## src/common/lsmf_pkg.sv

```systemverilog
// Purpose: Constants shared by the light sensor mode and flag control block.
// Assumes: 10 MHz system clock; config register reached through a word port.
// Notes:   Field positions and reset values of the sensor control register.
package lsmf_pkg;

  // ----------------------------------------------------------------
  // Register fields
  // ----------------------------------------------------------------
  localparam int RANGE_HI   = 15;
  localparam int RANGE_LO   = 12;
  localparam int DUR_BIT    = 11;
  localparam int MODE_HI    = 10;
  localparam int MODE_LO    = 9;
  localparam int OVR_BIT    = 8;
  localparam int DONE_BIT   = 7;
  localparam int UPPER_BIT  = 6;
  localparam int LOWER_BIT  = 5;
  localparam int LATCH_BIT  = 4;
  localparam int POL_BIT    = 3;
  localparam int MASK_BIT   = 2;
  localparam int FC_HI      = 1;
  localparam int FC_LO      = 0;

  localparam logic [3:0] RANGE_RST  = 4'hc;
  localparam logic       DUR_RST    = 1'b1;
  localparam logic [1:0] MODE_RST   = 2'h0;
  localparam logic       LATCH_RST  = 1'b1;
  localparam logic [3:0] RANGE_AUTO = 4'hc;
  localparam logic [3:0] RANGE_MAX  = 4'hb;
  localparam logic [3:0] RANGE_ONE  = 4'h5;
  localparam logic [3:0] RANGE_ZERO = 4'h0;

  localparam logic [1:0] MODE_OFF    = 2'h0;
  localparam logic [1:0] MODE_SINGLE = 2'h1;

  // ----------------------------------------------------------------
  // Timing
  // ----------------------------------------------------------------
  localparam int CLK_KHZ       = 10000;
  localparam int CONV_SHORT_MS = 100;
  localparam int CONV_LONG_MS  = 800;
  localparam int CONV_SHORT_CYC = CONV_SHORT_MS * CLK_KHZ;
  localparam int CONV_LONG_CYC  = CONV_LONG_MS * CLK_KHZ;
  localparam int CNT_W          = 23;

  typedef enum logic {LSMF_IDLE, LSMF_CONV} lsmf_state_t;

endpackage

```

## src/hw/lsmf_ctrl.sv

```systemverilog
// Purpose: Mode, conversion timing, range stepping and status flags of the sensor.
// Assumes: The serial engine outside hands over whole 16-bit reads and writes.
// Notes:   Analog overload and mantissa arrive from the converter, off-clock.
`timescale 1ns/1ps
`default_nettype none
module lsmf_ctrl #(
  parameter int SHORT_CYC = lsmf_pkg::CONV_SHORT_CYC,
  parameter int LONG_CYC  = lsmf_pkg::CONV_LONG_CYC
) (
  input  wire logic        sys_clk,
  input  wire logic        rst,
  input  wire logic        cfg_wr,
  input  wire logic [15:0] cfg_wdata,
  input  wire logic        cfg_rd,
  output logic      [15:0] cfg_rdata,
  input  wire logic [15:0] low_limit,
  input  wire logic [15:0] high_limit,
  input  wire logic        adc_overload,
  input  wire logic [11:0] adc_mantissa,
  output logic             conv_run,
  output logic      [3:0]  range_active,
  output logic      [15:0] result_word,
  output logic             result_valid,
  output logic             alert_active
);

  // ----------------------------------------------------------------
  // Control fields
  // ----------------------------------------------------------------
  logic [3:0] range_select_q;
  logic       conversion_duration_choice_q;
  logic [1:0] mode_q;
  logic       overrange_status_q;
  logic       conversion_done_status_q;
  logic       upper_threshold_hit_q;
  logic       lower_threshold_hit_q;
  logic       latch_q;
  logic       pol_q;
  logic       mask_q;
  logic [1:0] fault_count_setting_q;

  lsmf_pkg::lsmf_state_t state_q;
  logic [lsmf_pkg::CNT_W-1:0] cnt_q;
  logic [3:0]  range_q;
  logic        ovl_seen_q;
  logic [15:0] result_q;
  logic        valid_q;
  logic        ovl_s1_q;
  logic        ovl_s2_q;
  logic [11:0] man_s1_q;
  logic [11:0] man_s2_q;

  // ----------------------------------------------------------------
  // Decode
  // ----------------------------------------------------------------
  logic                       auto_mode;
  logic                       wr_runs;
  logic                       start_wr;
  logic [lsmf_pkg::CNT_W-1:0] conv_len;
  logic                       at_end;
  logic                       step_up;
  logic                       conv_done;
  logic [1:0]                 drop_bits;
  logic [11:0]                man_mask;
  logic [26:0]                res_val;
  logic [26:0]                lo_val;
  logic [26:0]                hi_val;
  logic                       above;
  logic                       below;
  logic                       upper_reached;
  logic                       lower_reached;
  logic [3:0]                 start_range;
  logic                       ovl_now;

  assign auto_mode = (range_select_q == lsmf_pkg::RANGE_AUTO);
  assign wr_runs   = (cfg_wdata[lsmf_pkg::MODE_HI:lsmf_pkg::MODE_LO] != lsmf_pkg::MODE_OFF);
  assign start_wr  = cfg_wr && wr_runs;

  // A restart through a write uses the newly written range and duration.
  assign start_range = (cfg_wr &&
                        cfg_wdata[lsmf_pkg::RANGE_HI:lsmf_pkg::RANGE_LO] != lsmf_pkg::RANGE_AUTO)
                       ? cfg_wdata[lsmf_pkg::RANGE_HI:lsmf_pkg::RANGE_LO]
                       : ((!cfg_wr && !auto_mode) ? range_select_q : lsmf_pkg::RANGE_ZERO);

  assign conv_len = conversion_duration_choice_q
                    ? lsmf_pkg::CNT_W'(LONG_CYC - 1)
                    : lsmf_pkg::CNT_W'(SHORT_CYC - 1);

  assign at_end  = (state_q == lsmf_pkg::LSMF_CONV) && (cnt_q == conv_len);
  assign ovl_now = ovl_s2_q;

  // Auto range gives up on an overloaded pass at once rather than wasting time.
  assign step_up = (state_q == lsmf_pkg::LSMF_CONV) && !cfg_wr && auto_mode &&
                   ovl_now && (range_q < lsmf_pkg::RANGE_MAX);
  assign conv_done = at_end && !cfg_wr && !step_up;

  // ----------------------------------------------------------------
  // Resolution and comparison
  // ----------------------------------------------------------------
  always_comb begin
    drop_bits = 2'h0;
    if (!conversion_duration_choice_q && range_q <= lsmf_pkg::RANGE_ONE) begin
      if (range_q == lsmf_pkg::RANGE_ONE) begin
        drop_bits = 2'h1;
      end else if (range_q == lsmf_pkg::RANGE_ZERO) begin
        drop_bits = 2'h3;
      end else begin
        drop_bits = 2'h2;
      end
    end
  end

  // Low bits are cleared, not shifted, so the LSB weight stays put.
  assign man_mask = 12'hfff << drop_bits;

  assign res_val = {15'h0000, man_s2_q & man_mask} << range_q;
  assign lo_val  = {15'h0000, low_limit[11:0]} << low_limit[15:12];
  assign hi_val  = {15'h0000, high_limit[11:0]} << high_limit[15:12];
  assign above   = (res_val > hi_val);
  assign below   = (res_val < lo_val);

  lsmf_fault_cnt u_upper (
    .sys_clk (sys_clk),
    .rst     (rst),
    .sample  (conv_done),
    .hit     (above),
    .fc_code (fault_count_setting_q),
    .reached (upper_reached)
  );

  lsmf_fault_cnt u_lower (
    .sys_clk (sys_clk),
    .rst     (rst),
    .sample  (conv_done),
    .hit     (below),
    .fc_code (fault_count_setting_q),
    .reached (lower_reached)
  );

  // ----------------------------------------------------------------
  // Converter input synchronisers
  // ----------------------------------------------------------------
  // The mantissa is stable by the end of a pass, so a plain two-stage
  // capture is enough; it is only used at the end.
  always_ff @(posedge sys_clk) begin
    if (rst) begin
      ovl_s1_q <= 1'b0;
      ovl_s2_q <= 1'b0;
      man_s1_q <= 12'h000;
      man_s2_q <= 12'h000;
    end else begin
      ovl_s1_q <= adc_overload;
      ovl_s2_q <= ovl_s1_q;
      man_s1_q <= adc_mantissa;
      man_s2_q <= man_s1_q;
    end
  end

  // ----------------------------------------------------------------
  // Conversion sequencer
  // ----------------------------------------------------------------
  always_ff @(posedge sys_clk) begin
    if (rst) begin
      state_q <= lsmf_pkg::LSMF_IDLE;
      cnt_q   <= '0;
      range_q <= lsmf_pkg::RANGE_ZERO;
    end else if (cfg_wr) begin
      cnt_q   <= '0;
      range_q <= start_range;
      state_q <= start_wr ? lsmf_pkg::LSMF_CONV : lsmf_pkg::LSMF_IDLE;
    end else if (step_up) begin
      cnt_q   <= '0;
      range_q <= range_q + 4'h1;
    end else if (conv_done) begin
      cnt_q <= '0;
      if (mode_q[1]) begin
        range_q <= auto_mode ? lsmf_pkg::RANGE_ZERO : range_select_q;
        state_q <= lsmf_pkg::LSMF_CONV;
      end else begin
        state_q <= lsmf_pkg::LSMF_IDLE;
      end
    end else if (state_q == lsmf_pkg::LSMF_CONV) begin
      cnt_q <= cnt_q + 1'b1;
    end
  end

  // Overload seen at any time in a pass counts, even if it fades away.
  always_ff @(posedge sys_clk) begin
    if (rst) begin
      ovl_seen_q <= 1'b0;
    end else if (cfg_wr || step_up || conv_done) begin
      ovl_seen_q <= 1'b0;
    end else if (state_q == lsmf_pkg::LSMF_CONV && ovl_now) begin
      ovl_seen_q <= 1'b1;
    end
  end

  // ----------------------------------------------------------------
  // Host-writable fields
  // ----------------------------------------------------------------
  always_ff @(posedge sys_clk) begin
    if (rst) begin
      range_select_q               <= lsmf_pkg::RANGE_RST;
      conversion_duration_choice_q <= lsmf_pkg::DUR_RST;
      latch_q                      <= lsmf_pkg::LATCH_RST;
      pol_q                        <= 1'b0;
      mask_q                       <= 1'b0;
      fault_count_setting_q        <= 2'h0;
    end else if (cfg_wr) begin
      range_select_q               <= cfg_wdata[lsmf_pkg::RANGE_HI:lsmf_pkg::RANGE_LO];
      conversion_duration_choice_q <= cfg_wdata[lsmf_pkg::DUR_BIT];
      latch_q                      <= cfg_wdata[lsmf_pkg::LATCH_BIT];
      pol_q                        <= cfg_wdata[lsmf_pkg::POL_BIT];
      mask_q                       <= cfg_wdata[lsmf_pkg::MASK_BIT];
      fault_count_setting_q        <= cfg_wdata[lsmf_pkg::FC_HI:lsmf_pkg::FC_LO];
    end
  end

  always_ff @(posedge sys_clk) begin
    if (rst) begin
      mode_q <= lsmf_pkg::MODE_RST;
    end else if (cfg_wr) begin
      mode_q <= cfg_wdata[lsmf_pkg::MODE_HI:lsmf_pkg::MODE_LO];
    end else if (conv_done && mode_q == lsmf_pkg::MODE_SINGLE) begin
      mode_q <= lsmf_pkg::MODE_OFF;
    end
  end

  // ----------------------------------------------------------------
  // Status flags
  // ----------------------------------------------------------------
  always_ff @(posedge sys_clk) begin
    if (rst) begin
      overrange_status_q <= 1'b0;
    end else if (conv_done) begin
      // In auto range a pass only ends overloaded at the top range.
      overrange_status_q <= ovl_seen_q || ovl_now;
    end
  end

  // Completion wins over a read that lands in the same cycle.
  always_ff @(posedge sys_clk) begin
    if (rst) begin
      conversion_done_status_q <= 1'b0;
    end else if (conv_done) begin
      conversion_done_status_q <= 1'b1;
    end else if (cfg_rd || (cfg_wr && wr_runs)) begin
      conversion_done_status_q <= 1'b0;
    end
  end

  // Latched flags hold until a register read; transparent ones follow each
  // measurement. Nothing here looks at the mode, so shutdown keeps them.
  always_ff @(posedge sys_clk) begin
    if (rst) begin
      upper_threshold_hit_q <= 1'b0;
      lower_threshold_hit_q <= 1'b0;
    end else if (conv_done) begin
      upper_threshold_hit_q <= upper_reached ||
                               (latch_q && upper_threshold_hit_q && !cfg_rd);
      lower_threshold_hit_q <= lower_reached ||
                               (latch_q && lower_threshold_hit_q && !cfg_rd);
    end else if (cfg_rd && latch_q) begin
      upper_threshold_hit_q <= 1'b0;
      lower_threshold_hit_q <= 1'b0;
    end
  end

  // ----------------------------------------------------------------
  // Result
  // ----------------------------------------------------------------
  always_ff @(posedge sys_clk) begin
    if (rst) begin
      result_q <= 16'h0000;
      valid_q  <= 1'b0;
    end else begin
      valid_q <= conv_done;
      if (conv_done) begin
        if (mask_q && !auto_mode) begin
          result_q <= {4'h0, man_s2_q & man_mask};
        end else begin
          result_q <= {range_q, man_s2_q & man_mask};
        end
      end
    end
  end

  // ----------------------------------------------------------------
  // Outputs
  // ----------------------------------------------------------------
  assign cfg_rdata = {range_select_q, conversion_duration_choice_q, mode_q,
                      overrange_status_q, conversion_done_status_q,
                      upper_threshold_hit_q, lower_threshold_hit_q,
                      latch_q, pol_q, mask_q, fault_count_setting_q};

  assign conv_run     = (state_q == lsmf_pkg::LSMF_CONV);
  assign range_active = range_q;
  assign result_word  = result_q;
  assign result_valid = valid_q;
  // Polarity is applied at the pad driver outside this block.
  assign alert_active = upper_threshold_hit_q || lower_threshold_hit_q;

endmodule
`default_nettype wire

```

## src/hw/lsmf_fault_cnt.sv

```systemverilog
// Purpose: Counts consecutive threshold hits and reports when enough occur.
// Assumes: One sample pulse per finished measurement.
// Notes:   Count saturates at eight so it never wraps back below the need.
`timescale 1ns/1ps
`default_nettype none
module lsmf_fault_cnt (
  input  wire logic       sys_clk,
  input  wire logic       rst,
  input  wire logic       sample,
  input  wire logic       hit,
  input  wire logic [1:0] fc_code,
  output logic            reached
);

  logic [3:0] run_q;
  logic [3:0] need;
  logic [3:0] run_d;

  always_comb begin
    case (fc_code)
      2'h0:    need = 4'h1;
      2'h1:    need = 4'h2;
      2'h2:    need = 4'h4;
      default: need = 4'h8;
    endcase
  end

  always_comb begin
    run_d = run_q;
    if (sample) begin
      if (!hit) begin
        run_d = 4'h0;
      end else if (run_q != 4'h8) begin
        run_d = run_q + 4'h1;
      end
    end
  end

  always_ff @(posedge sys_clk) begin
    if (rst) begin
      run_q <= 4'h0;
    end else begin
      run_q <= run_d;
    end
  end

  assign reached = (run_d >= need);

endmodule
`default_nettype wire

```

## config.mk

```make
export PLATFORM = sky130hd
export DESIGN_NAME = lsmf_ctrl
export DESIGN_NICKNAME = d
export VERILOG_FILES = /design/src/common/lsmf_pkg.sv /design/src/hw/lsmf_ctrl.sv /design/src/hw/lsmf_fault_cnt.sv
export SDC_FILE = /design/constraint.sdc
export NUM_CORES = 1
export LEC_CHECK = 0
export ABC_AREA = 1
export BUFFER_PORTS_ARGS = -buffer_cell sky130_fd_sc_hd__buf_2
export CORE_ASPECT_RATIO = 2
export CORE_MARGIN = 2
export CORE_UTILIZATION = 35
export CTS_CLUSTER_SIZE = 40
export DETAILED_ROUTE_END_ITERATION = 8
export PLACE_DENSITY = 0.55
export SYNTH_ARGS = -nofsm -noshare
export SYNTH_HDL_FRONTEND = slang
export SYNTH_SLANG_ARGS = --single-unit
```

## constraint.sdc

```tcl
create_clock -name sys_clk -period 14.95 [get_ports sys_clk]
set_clock_uncertainty 0.2 [all_clocks]
set_input_delay 2.99 -clock sys_clk [delete_from_list [all_inputs] [get_ports sys_clk]]
set_output_delay 2.99 -clock sys_clk [all_outputs]
set_load 0.01 [all_outputs]
```

# After elaboration in Yosys (flattened, before gate mapping)
# Index checks and enable logic that the tools add are counted.
# W data, S select, Z words.
# word_totals
ff_bits	96
latchBits	0
mem_bits_rw	0
romBits	0
input_bits	65
out_inout_bits	39
word_cells	123
mem_count	0
# op_classes
n_addsub	4
multipliers	0
n_div	0
n_lt_le_gt_ge	6
eq_ne	10
n_shift	4
n_mux	31
bitwise_logic	1
reduce_logical	44
# ops
cell	count
$shl A12 B4 Y27	3
$mux W4	13
$gt A27 B27 Y1	1
$lt A27 B27 Y1	1
$add A23 B1 Y23 const B	1
$eq A23 B23 Y1	1
$mux W23	1
$logic_and A1 B1 Y1	19
$mux W16	1
$add A4 B1 Y4 const B	3
$and A12 B12 Y12	1
$ne A4 B4 Y1 const B	3
$pmux W4 S3	1
$shl A12 B2 Y12 const A	1
$mux W1	11
$reduce_bool A2 Y1	5
$ge A4 B4 Y1	2
$mux W2	4
$logic_or A1 B1 Y1	7
$reduce_bool A3 Y1	2
$logic_not A1 Y1	5
$eq A2 B1 Y1 const B	2
$eq A4 B3 Y1 const B	1
$eq A4 B4 Y1 const B	1
9 further kinds	10

# Depth between registers and ports, before layout
# Gate-level depths: netlist of run 1.
# depth
word_depth	13
mapped_depth	38

# Cells and area by module
# From an unflattened synthesis of run 1, not the netlist that was laid out.
# unflattened
hier_cells	1143
area_unflattened_um2	7392.1
# by_module_without_submodules
mod	instances	cells_each	area_per_inst_um2	seq_area_each_um2
lsmf_ctrl	1	1042	6663.9	1761.7
lsmf_fault_cnt at u_lower	1	52	389.1	80.1
lsmf_fault_cnt at u_upper	1	49	339.1	80.1

# Worst setup path before layout of run 1
# Ideal clock, no wire load.
# synth_timing
path_type	input port to flip-flop
from	in low_limit[13]
to	reg lower_threshold_hit_q
arrival_ns	6.081
required_time_ns	14.621
setup_slack_ns	8.540
stages	21
path_cell_list	inv_1 -> clkbuf_1 -> o21ai_0 -> nand2_1 -> o21ai_0 -> or2_2 -> ha_1 -> nand2_1 -> or3_1 -> nor4_1 -> nand2_1 -> nand2_1 -> nand2_1 -> nand2_1 -> inv_1 -> ha_1 -> a21boi_0 -> o21a_1 -> o21a_1 -> a311oi_1 -> o32ai_1
# synth_between
elab_chain_len	7
# synth_rtl
element	line	source
from (decl)	lsmf_ctrl.sv:16	input wire logic [15:0] low_limit,
$shl A12 B4 Y27	lsmf_ctrl.sv:117	assign lo_val = {15'h0000, low_limit[11:0]} << low_limit[15:12];
$lt A27 B27 Y1	lsmf_ctrl.sv:120	assign below = (res_val < lo_val);
$mux W4	lsmf_fault_cnt.sv:31	if (!hit) begin
$mux W4	lsmf_fault_cnt.sv:30	if (sample) begin
named net u_lower.run_d[1]	lsmf_fault_cnt.sv:17	logic [3:0] run_d;
$ge A4 B4 Y1	lsmf_fault_cnt.sv:47	assign reached = (run_d >= need);
$logic_or A1 B1 Y1	lsmf_ctrl.sv:261	lower_threshold_hit_q <= lower_reached ||
$mux W1	lsmf_ctrl.sv:258	end else if (conv_done) begin
to (signal assigned)	lsmf_ctrl.sv:261	
to (decl)	lsmf_ctrl.sv:36	logic lower_threshold_hit_q;
# The timed path passes the listed nets, and every way through them passes these cells.
# A chain may end at the register's enable or synchronous reset.

# Final worst setup path of run 1
# layout_timing
from	in high_limit[12]
to	reg upper_threshold_hit_q
# layout_between
elab_chain_len	7
# layout_rtl
element	line	source
from (decl)	lsmf_ctrl.sv:17	input wire logic [15:0] high_limit,
$shl A12 B4 Y27	lsmf_ctrl.sv:118	assign hi_val = {15'h0000, high_limit[11:0]} << high_limit[15:12];
$gt A27 B27 Y1	lsmf_ctrl.sv:119	assign above = (res_val > hi_val);
$mux W4	lsmf_fault_cnt.sv:31	
$mux W4	lsmf_fault_cnt.sv:30	
named net u_upper.run_d[1]	lsmf_fault_cnt.sv:17	
$ge A4 B4 Y1	lsmf_fault_cnt.sv:47	
$logic_or A1 B1 Y1	lsmf_ctrl.sv:259	upper_threshold_hit_q <= upper_reached ||
$mux W1	lsmf_ctrl.sv:258	
to (signal assigned)	lsmf_ctrl.sv:259	
to (decl)	lsmf_ctrl.sv:35	logic upper_threshold_hit_q;
# The timed path passes the listed nets, and every way through them passes these cells.

==> results of run 1 <==
## final cells by class
cell class | instances | area [µm²] | share of cell area
repair buffers | 102 | 518 | 0.0630
multi-input cells | 842 | 4680 | 0.570
clock buffers | 11 | 253 | 0.0308
clock inverters | 5 | 41.3 | 0.00502
well taps | 269 | 337 | 0.0410
inverters | 122 | 465 | 0.0566
flip-flops and latches | 96 | 1920 | 0.234
## cell usage in the layout (no fill, tap or decap), types with 3 or more instances in the layout
cell and n:
clkinv_4 3, nand2_1 258, o21ai_0 132, nor3_1 21, nand3_1 59, a31oi_1 3
dfxtp_1 96, o221ai_1 3, mux2i_1 15, or2_2 7, nor3_2 4, inv_1 114
a211oi_1 6, ha_1 68, o31ai_1 4, buf_4 3, a21oi_1 54, nor2_2 5
inv_2 5, nor4_1 6, xnor2_1 4, buf_2 99, nor2_1 119, a21boi_0 3
o21a_1 5, xor2_1 16, clkbuf_16 9, nand4_1 19
## metal layers
metal / wire (µm) / track usage / part of all wire
met1: 7940 / 0.192 / 0.36
met2: 12100 / 0.388 / 0.55
met3: 678 / 0.0237 / 0.031
met4: 1480 / 0.137 / 0.067
met5: 0 / 0 / 0
## flip-flops by register name, summed over array words and instances, names as in the netlist, 2 cells and up
signal,count
mode_q,2
range_select_q,4
cnt_q,23
man_s1_q,12
u_upper.run_q,4
result_word,16
u_lower.run_q,4
man_s2_q,12
range_active,4
fault_count_setting_q,2
## power by group
group	switching, mW	leakage (nW)	internal (mW)
sequential	0.00941	0.783	0.262
clock	0.103	0.138	0.123
combinational	0.0953	2.92	0.0526
## cell families after synthesis
group	share of synthesized area
muxes	0.0204
DFF	0.261
AOI/OAI and AO/OA	0.173
xor gates and xnor gates	0.0260
buffers and inverters	0.102
and+or+nand+nor	0.301
adders and majority gates	0.116
## critical path, stage by stage
cell      delay, ns
buf_2          0.24
clkinv_1       0.31
nand2_1        0.13
nand2_1        0.07
o21ai_0        0.27
nor2_1         0.07
nand2_1        0.08
ha_1           0.14
nand2_1        0.07
o21ai_0        0.19
a31oi_1        0.10
o21ai_0        0.18
nand3_1        0.09
nand2_1        0.06
nand2_1        0.04
nand2_1        0.08
nand3_1        0.07
a21oi_1        0.47
nor2_1         0.18
nor2_1         0.16
ha_1           0.24
a21boi_0       0.12
o21a_1         0.17
o21a_1         0.16
a311oi_1       0.21
o32ai_1        0.10
## final timing paths
check / from / end / slack, ns
worst max-delay path: high_limit[12] / upper_threshold_hit_q / 7.95
worst min-delay path: man_s1_q[10] / man_s2_q[10] / 0.20
worst max register to register: range_active[3] / upper_threshold_hit_q / 8.99
worst min register to register: man_s1_q[10] / man_s2_q[10] / 0.20
## per-stage QoR
stage          setup slack, ns  cells  power, mW
2_1_floorplan             8.54   1119      0.381
3_3_place_gp              7.57   1431      0.424
3_5_place_dp              7.52   1431      0.426
4_1_cts                   7.89   1447      0.653
5_1_grt                   7.51   1447      0.684
6_report                  7.95   1447      0.645
==> out/results.ini, run 1 <==
[logic_synthesis]
syn_inst = 1119
yosysUniqueCellTypes = 56
synth_top_area_frac = 0.261
synthTopCellsByCount = nand2_1, o21ai_0, nor2_1, inv_1, dfxtp_1
synth_edf_count = 0
async_flop_share = 0
syn_area_um2 = 7350
synth_area_per_cell_um2 = 6.57
synth_area_leaders = dfxtp_1, nand2_1, ha_1
seq_area_frac_synth = 0.261
yosysWarningCount = 0
ys_ff_latch = 96
yosysMostFrequentCell = nand2_1
ys.flop_type = dfxtp_1
yosys.area.top_type = dfxtp_1
syn_nets = 1252

[cells_and_area]
drive_gt1_frac = 0.129
nFillCells = 2335
final_core_util = 0.394
antennaDiodeCount = 0
syn_to_final_growth_pct = 11.7
final_area_um2 = 8220
nets = 1306

[clocking]
cts_resized = 0
clk_pin_slew_ns = 0.07
post-cts-setup-buffers = 0
numCtsBuffers = 9
clockRootBuffer = clkbuf_16
clock_path_buffers = 2
htree_levels = 3
cts.sinks = 96
cts_tree = built
postCtsHoldBufs = 0
worstSkewPairLatency_ns = 0.35

[die]
core.rowCount = 75
fp.dieH_um = 209
core-area_um2 = 20800
die_area_um2 = 22300
die_w_um = 107
initial_core_util = 0.353
ios = 104

[global_route]
grt_pass1_wl_um = 34800
first_global_vias = 7118
grt_usage = 0.201
grt_max_degree = 46
grt_antenna_before_repair = 0
grt-ovfl-total = 0

[detailed_routing]
ant_nets = 0
wire_per_inst_um = 15.3
viasPerCell = 5.10
vias = 7375
postRouteWirelength_um = 22200
drt_iter0_markers = 335
drc = 0
first_pass_iters = 5

[sta]
setup_viol = 0
hold_violations = 0
grt_setup_unrepaired = no
fin_tns_setup_ns = 0
worst_slew_pin_slew_ns = 1.17
min_period_over_period = 0.468
fmax_ghz = 0.143
whs_ns = 0.202
fin_crit_ns = 7.00
slew_headroom = 0.210
final_max_slew_viol_count = 0

[placement]
placed_cell_area_um2 = 7920
place_congestion = 0.959
place_hpwl_um = 18300
io_buffers = 99

[power]
leakage_nw = 3.84
p_per_area_nw_per_um2 = 78.5
ir_drop_mv = 0.0597

[job]
drv_cap = 0

[critical_path]
end_kind = register
worstSetupStartpointType = input port
cp.required_ns = 14.97
cp.arrival_ns = 7.02
crit_fanout = 13
reg2reg_depth = 25
worstSetupPathType = in2reg

[hold_path]
min_path_cells = 2
hp-class = reg2reg

[status]
status = finished, final reports clean

(Power assumes the default switching activity.)
==> run 2, diff against run 1 <==
--- a/config.mk
+++ b/config.mk
@@ -5,14 +5,14 @@
 export SDC_FILE = /design/constraint.sdc
 export NUM_CORES = 1
 export LEC_CHECK = 0
-export ABC_AREA = 1
+export ABC_AREA = 0
 export BUFFER_PORTS_ARGS = -buffer_cell sky130_fd_sc_hd__buf_2
 export CORE_ASPECT_RATIO = 2
 export CORE_MARGIN = 2
 export CORE_UTILIZATION = 35
 export CTS_CLUSTER_SIZE = 40
 export DETAILED_ROUTE_END_ITERATION = 8
-export PLACE_DENSITY = 0.55
+export PLACE_DENSITY = 0.57
 export SYNTH_ARGS = -nofsm -noshare
 export SYNTH_HDL_FRONTEND = slang
 export SYNTH_SLANG_ARGS = --single-unit
==> constraint.sdc (replaced) <==
create_clock -name sys_clk -period 5.6 [get_ports sys_clk]
set_clock_uncertainty 0.2 [all_clocks]
set_input_delay 1.12 -clock sys_clk [delete_from_list [all_inputs] [get_ports sys_clk]]
set_output_delay 1.12 -clock sys_clk [all_outputs]
set_load 0.01 [all_outputs]
==> run 2 against run 1 <==
  * Clock power rose to 2.9 times the previous value
  * Register-to-register slack got worse by 8.6 ns
  * Sequential share of layout area fell by 0.32 points
  * Critical endpoint is now lower_threshold_hit_q
  * Final cell count decreased by 14%
  * Sequential power rose to 2.6 times the previous value
  * Largest cell class unchanged
  * Area after synthesis shrank 2.9%
  * Highest routed layer unchanged
  * Sequential cell count is the same
  * Cell area up 1.5%
  * Core utilization is 2.5 points higher
==> out/results.ini, run 2 <==
[placement]
place_hpwl_um = 16400  ; -10%
place_congestion = 0.964  ; +0.47%
io_buffers = 99  ; unchanged
dp.cells = 1226  ; -14%

[global_route]
grt-ovfl-total = 0  ; unchanged
grt_pass1_wl_um = 31900  ; -8.3%
first_global_vias = 6537  ; -8.2%
grt_antenna_before_repair = 0  ; unchanged
grt_max_degree = 73  ; +59%
grt_usage = 0.189  ; -0.0123

[critical_path]
worstSetupStartpointType = input port
crit_fanout = 8  ; -5
cp.arrival_ns = 5.22  ; -1.80 ns
cpPeakStageDelay_ns = 0.44  ; -0.03 ns
cp_cell_sequence = buf_2 > buf_4 > mux2i_1 > nor3b_1 > nor3_1 > o21bai_2 > ha_1 > a21oi_1 > a21boi_0 > o21bai_1 > a221o_1 > a31oi_1 > a311oi_2 > nand3_1 > and3_1 > ha_1 > nand2b_1 > a21oi_1 > nor2b_1 > o21ai_0 > a21oi_1 > a31oi_1 > nor2_1
path_delay_family = compound AO/OA/AOI/OAI gates
critPathSlowestCell = a311oi_2
end_kind = register
worstSetupPathType = in2reg
cp.required_ns = 5.61  ; -9.36 ns
path_buf_inv = 2  ; unchanged
cpMostUsedCell = a21oi_1

[sta]
min_period_over_period = 0.930
setup_viol = 0  ; unchanged
fin_crit_ns = 5.21
slew_headroom = 0.434  ; +0.223
worst_slew_pin_slew_ns = 0.850  ; -0.325 ns
whs_ns = 0.238  ; +0.0359 ns
hold_violations = 0  ; unchanged
final_max_slew_viol_count = 0  ; unchanged
fmax_ghz = 0.192

[logic_synthesis]
synthSimpleGateAreaFrac = 0.260  ; -0.0410
post_synth_fa_ha_maj_area_fraction = 0.119  ; +0.00349
yosysMostFrequentCell = nand2_1
yosysWarningCount = 0  ; unchanged
ys_ff_latch = 96  ; unchanged
synth.area.mux_share = 0.116  ; +0.0960
synthTopCellsByCount = nand2_1, dfxtp_1, nor2_1, a21oi_1, ha_1
syn_inst = 900  ; -20%
yosys.area.top_type = dfxtp_1
synth-xor-area-share = 0.0245  ; -0.00149
async_flop_share = 0  ; unchanged
seq_area_frac_synth = 0.269  ; +0.00788
syn_area_um2 = 7140  ; -2.9%
synth_top_family_by_area = simple AND/OR/NAND/NOR gates
synth_compound_area_frac = 0.166  ; -0.00774
synth_edf_count = 0  ; unchanged
synth_top_area_frac = 0.269  ; +0.00788
syn_nets = 1033  ; -17%
synth_area_per_cell_um2 = 7.93  ; +21%
ys.flop_type = dfxtp_1
yosysUniqueCellTypes = 69  ; +23%
synth_area_leaders = dfxtp_1, ha_1, mux2i_1

[detailed_routing]
postRouteWirelength_um = 20600  ; -7.4%
wire_per_inst_um = 16.5  ; +7.3%
drt_iter0_markers = 218  ; -35%
first_pass_iters = 4  ; -1
drc = 0  ; unchanged
vias = 6678  ; -9.5%
ant_nets = 0  ; unchanged
viasPerCell = 5.35  ; +5.0%

[die]
die_area_um2 = 21600  ; -2.8%
fp.dieH_um = 206  ; -1.4%
die_w_um = 105  ; -1.4%
initial_core_util = 0.359  ; +0.00552
core-area_um2 = 19900  ; -4.4%
core.rowCount = 73  ; -2.7%
ios = 104  ; unchanged

[power]
p_per_area_nw_per_um2 = 214  ; +170%
ir_drop_mv = 0.186  ; +210%
switching_share = 0.297  ; -0.0252
clock_power_share = 0.361  ; +0.011
power_switching_mw = 0.529  ; +150%
pwr-share-comb = 0.236  ; +0.007
internal_power_mw = 1.25  ; +190%
pwr-share-seq = 0.403  ; -0.018
leakage_nw = 3.54  ; -7.7%

[cells_and_area]
regArea_um2 = 1920  ; +0.13%
regMostFlops = cnt_q
largest_reg_flops = 23  ; unchanged
layout_commonest_cell = nand2_1
instances_no_fill = 1248  ; -14%
multi_input_area_um2 = 4980  ; +6.4%
nFillCells = 2133  ; -8.7%
final_cell_mix = nand2_1, buf_2, dfxtp_1, nor2_1, a21oi_1
syn_to_final_growth_pct = 16.9
drive_gt1_frac = 0.205  ; +0.0758
antennaDiodeCount = 0  ; unchanged
nets = 1114  ; -15%

[clocking]
numCtsBuffers = 9  ; unchanged
cts.sinks = 96  ; unchanged
htree_levels = 3  ; unchanged
worstSkewPairLatency_ns = 0.35  ; about the same
clock_path_buffers = 2  ; unchanged
cts_tree = built
clockRootBuffer = clkbuf_16
clk_pin_slew_ns = 0.06  ; about the same

[hold_path]
hp-class = reg2reg

[job]
drv_cap = 0  ; unchanged

[status]
status = finished, final reports clean

[run 2: per-stage QoR]
stage / setup slack, ns / TNS (ns) / utilization / power, mW / instance area, µm²
2_1_floorplan: 0.371 / 0 / - / 1.01 / 7140
3_3_place_gp: 0.0565 / 0 / 0.395 / 1.13 / 7860
3_5_place_dp: 0.0204 / 0 / 0.395 / 1.14 / 7860
4_1_cts: 0.214 / 0 / 0.411 / 1.79 / 8180
5_1_grt: -0.000437 / -0.000437 / 0.419 / 1.87 / 8340
6_report: 0.390 / 0 / 0.419 / 1.78 / 8340
[run 2: area by class of cell]
cell class                 instances  area share
inverter                          17     0.00810
clock buffer                      11      0.0303
clock inverter                     5     0.00735
timing repair buffer             126      0.0873
multi-input combinational        731       0.597
sequential                        96       0.231
tap                              262      0.0393
[run 2: timing repair]
item	CTS	global route
setup endpoints to repair	0	2
gates resized for setup	0	26
setup buffers	0	5
hold buffers	0	0
[run 2: path summary, 6_finish.rpt]
path	slack (ns)	cells past startpoint	to	start
min reg2reg	0.24	1	ovl_now	ovl_s1_q
min	0.24	1	ovl_now	ovl_s1_q
max	0.39	23	lower_threshold_hit_q	low_limit[12]
max reg2reg	0.43	26	upper_threshold_hit_q	range_active[0]
[run 2: power groups by stage]
stage / Clock [mW] / Sequential, mW / Combinational (mW)
5_1_grt: 0.685 / 0.721 / 0.468
3_5_place_dp: 0 / 0.732 / 0.403
6_report: 0.645 / 0.719 / 0.421
2_1_floorplan: 0 / 0.728 / 0.285
3_3_place_gp: 0 / 0.732 / 0.399
4_1_cts: 0.667 / 0.717 / 0.405
[run 2: cell families (layout without fill, tap and decap cells)]
group                      after synthesis  in the layout
adders and majority gates               68             68
DFF                                     96             96
AOI/OAI and AO/OA                      192            192
buffers and inverters                   73            159
and+or+nand+nor                        376            376
muxes                                   75             75
xor gates and xnor gates                20             20
[run 2: metal layers]
layer,vias up,wire [µm],track usage
li1,3348,-,-
met1,3150,7250,0.172
met2,132,11600,0.387
met3,48,479,0.0167
met4,0,1190,0.120
met5,-,0,0
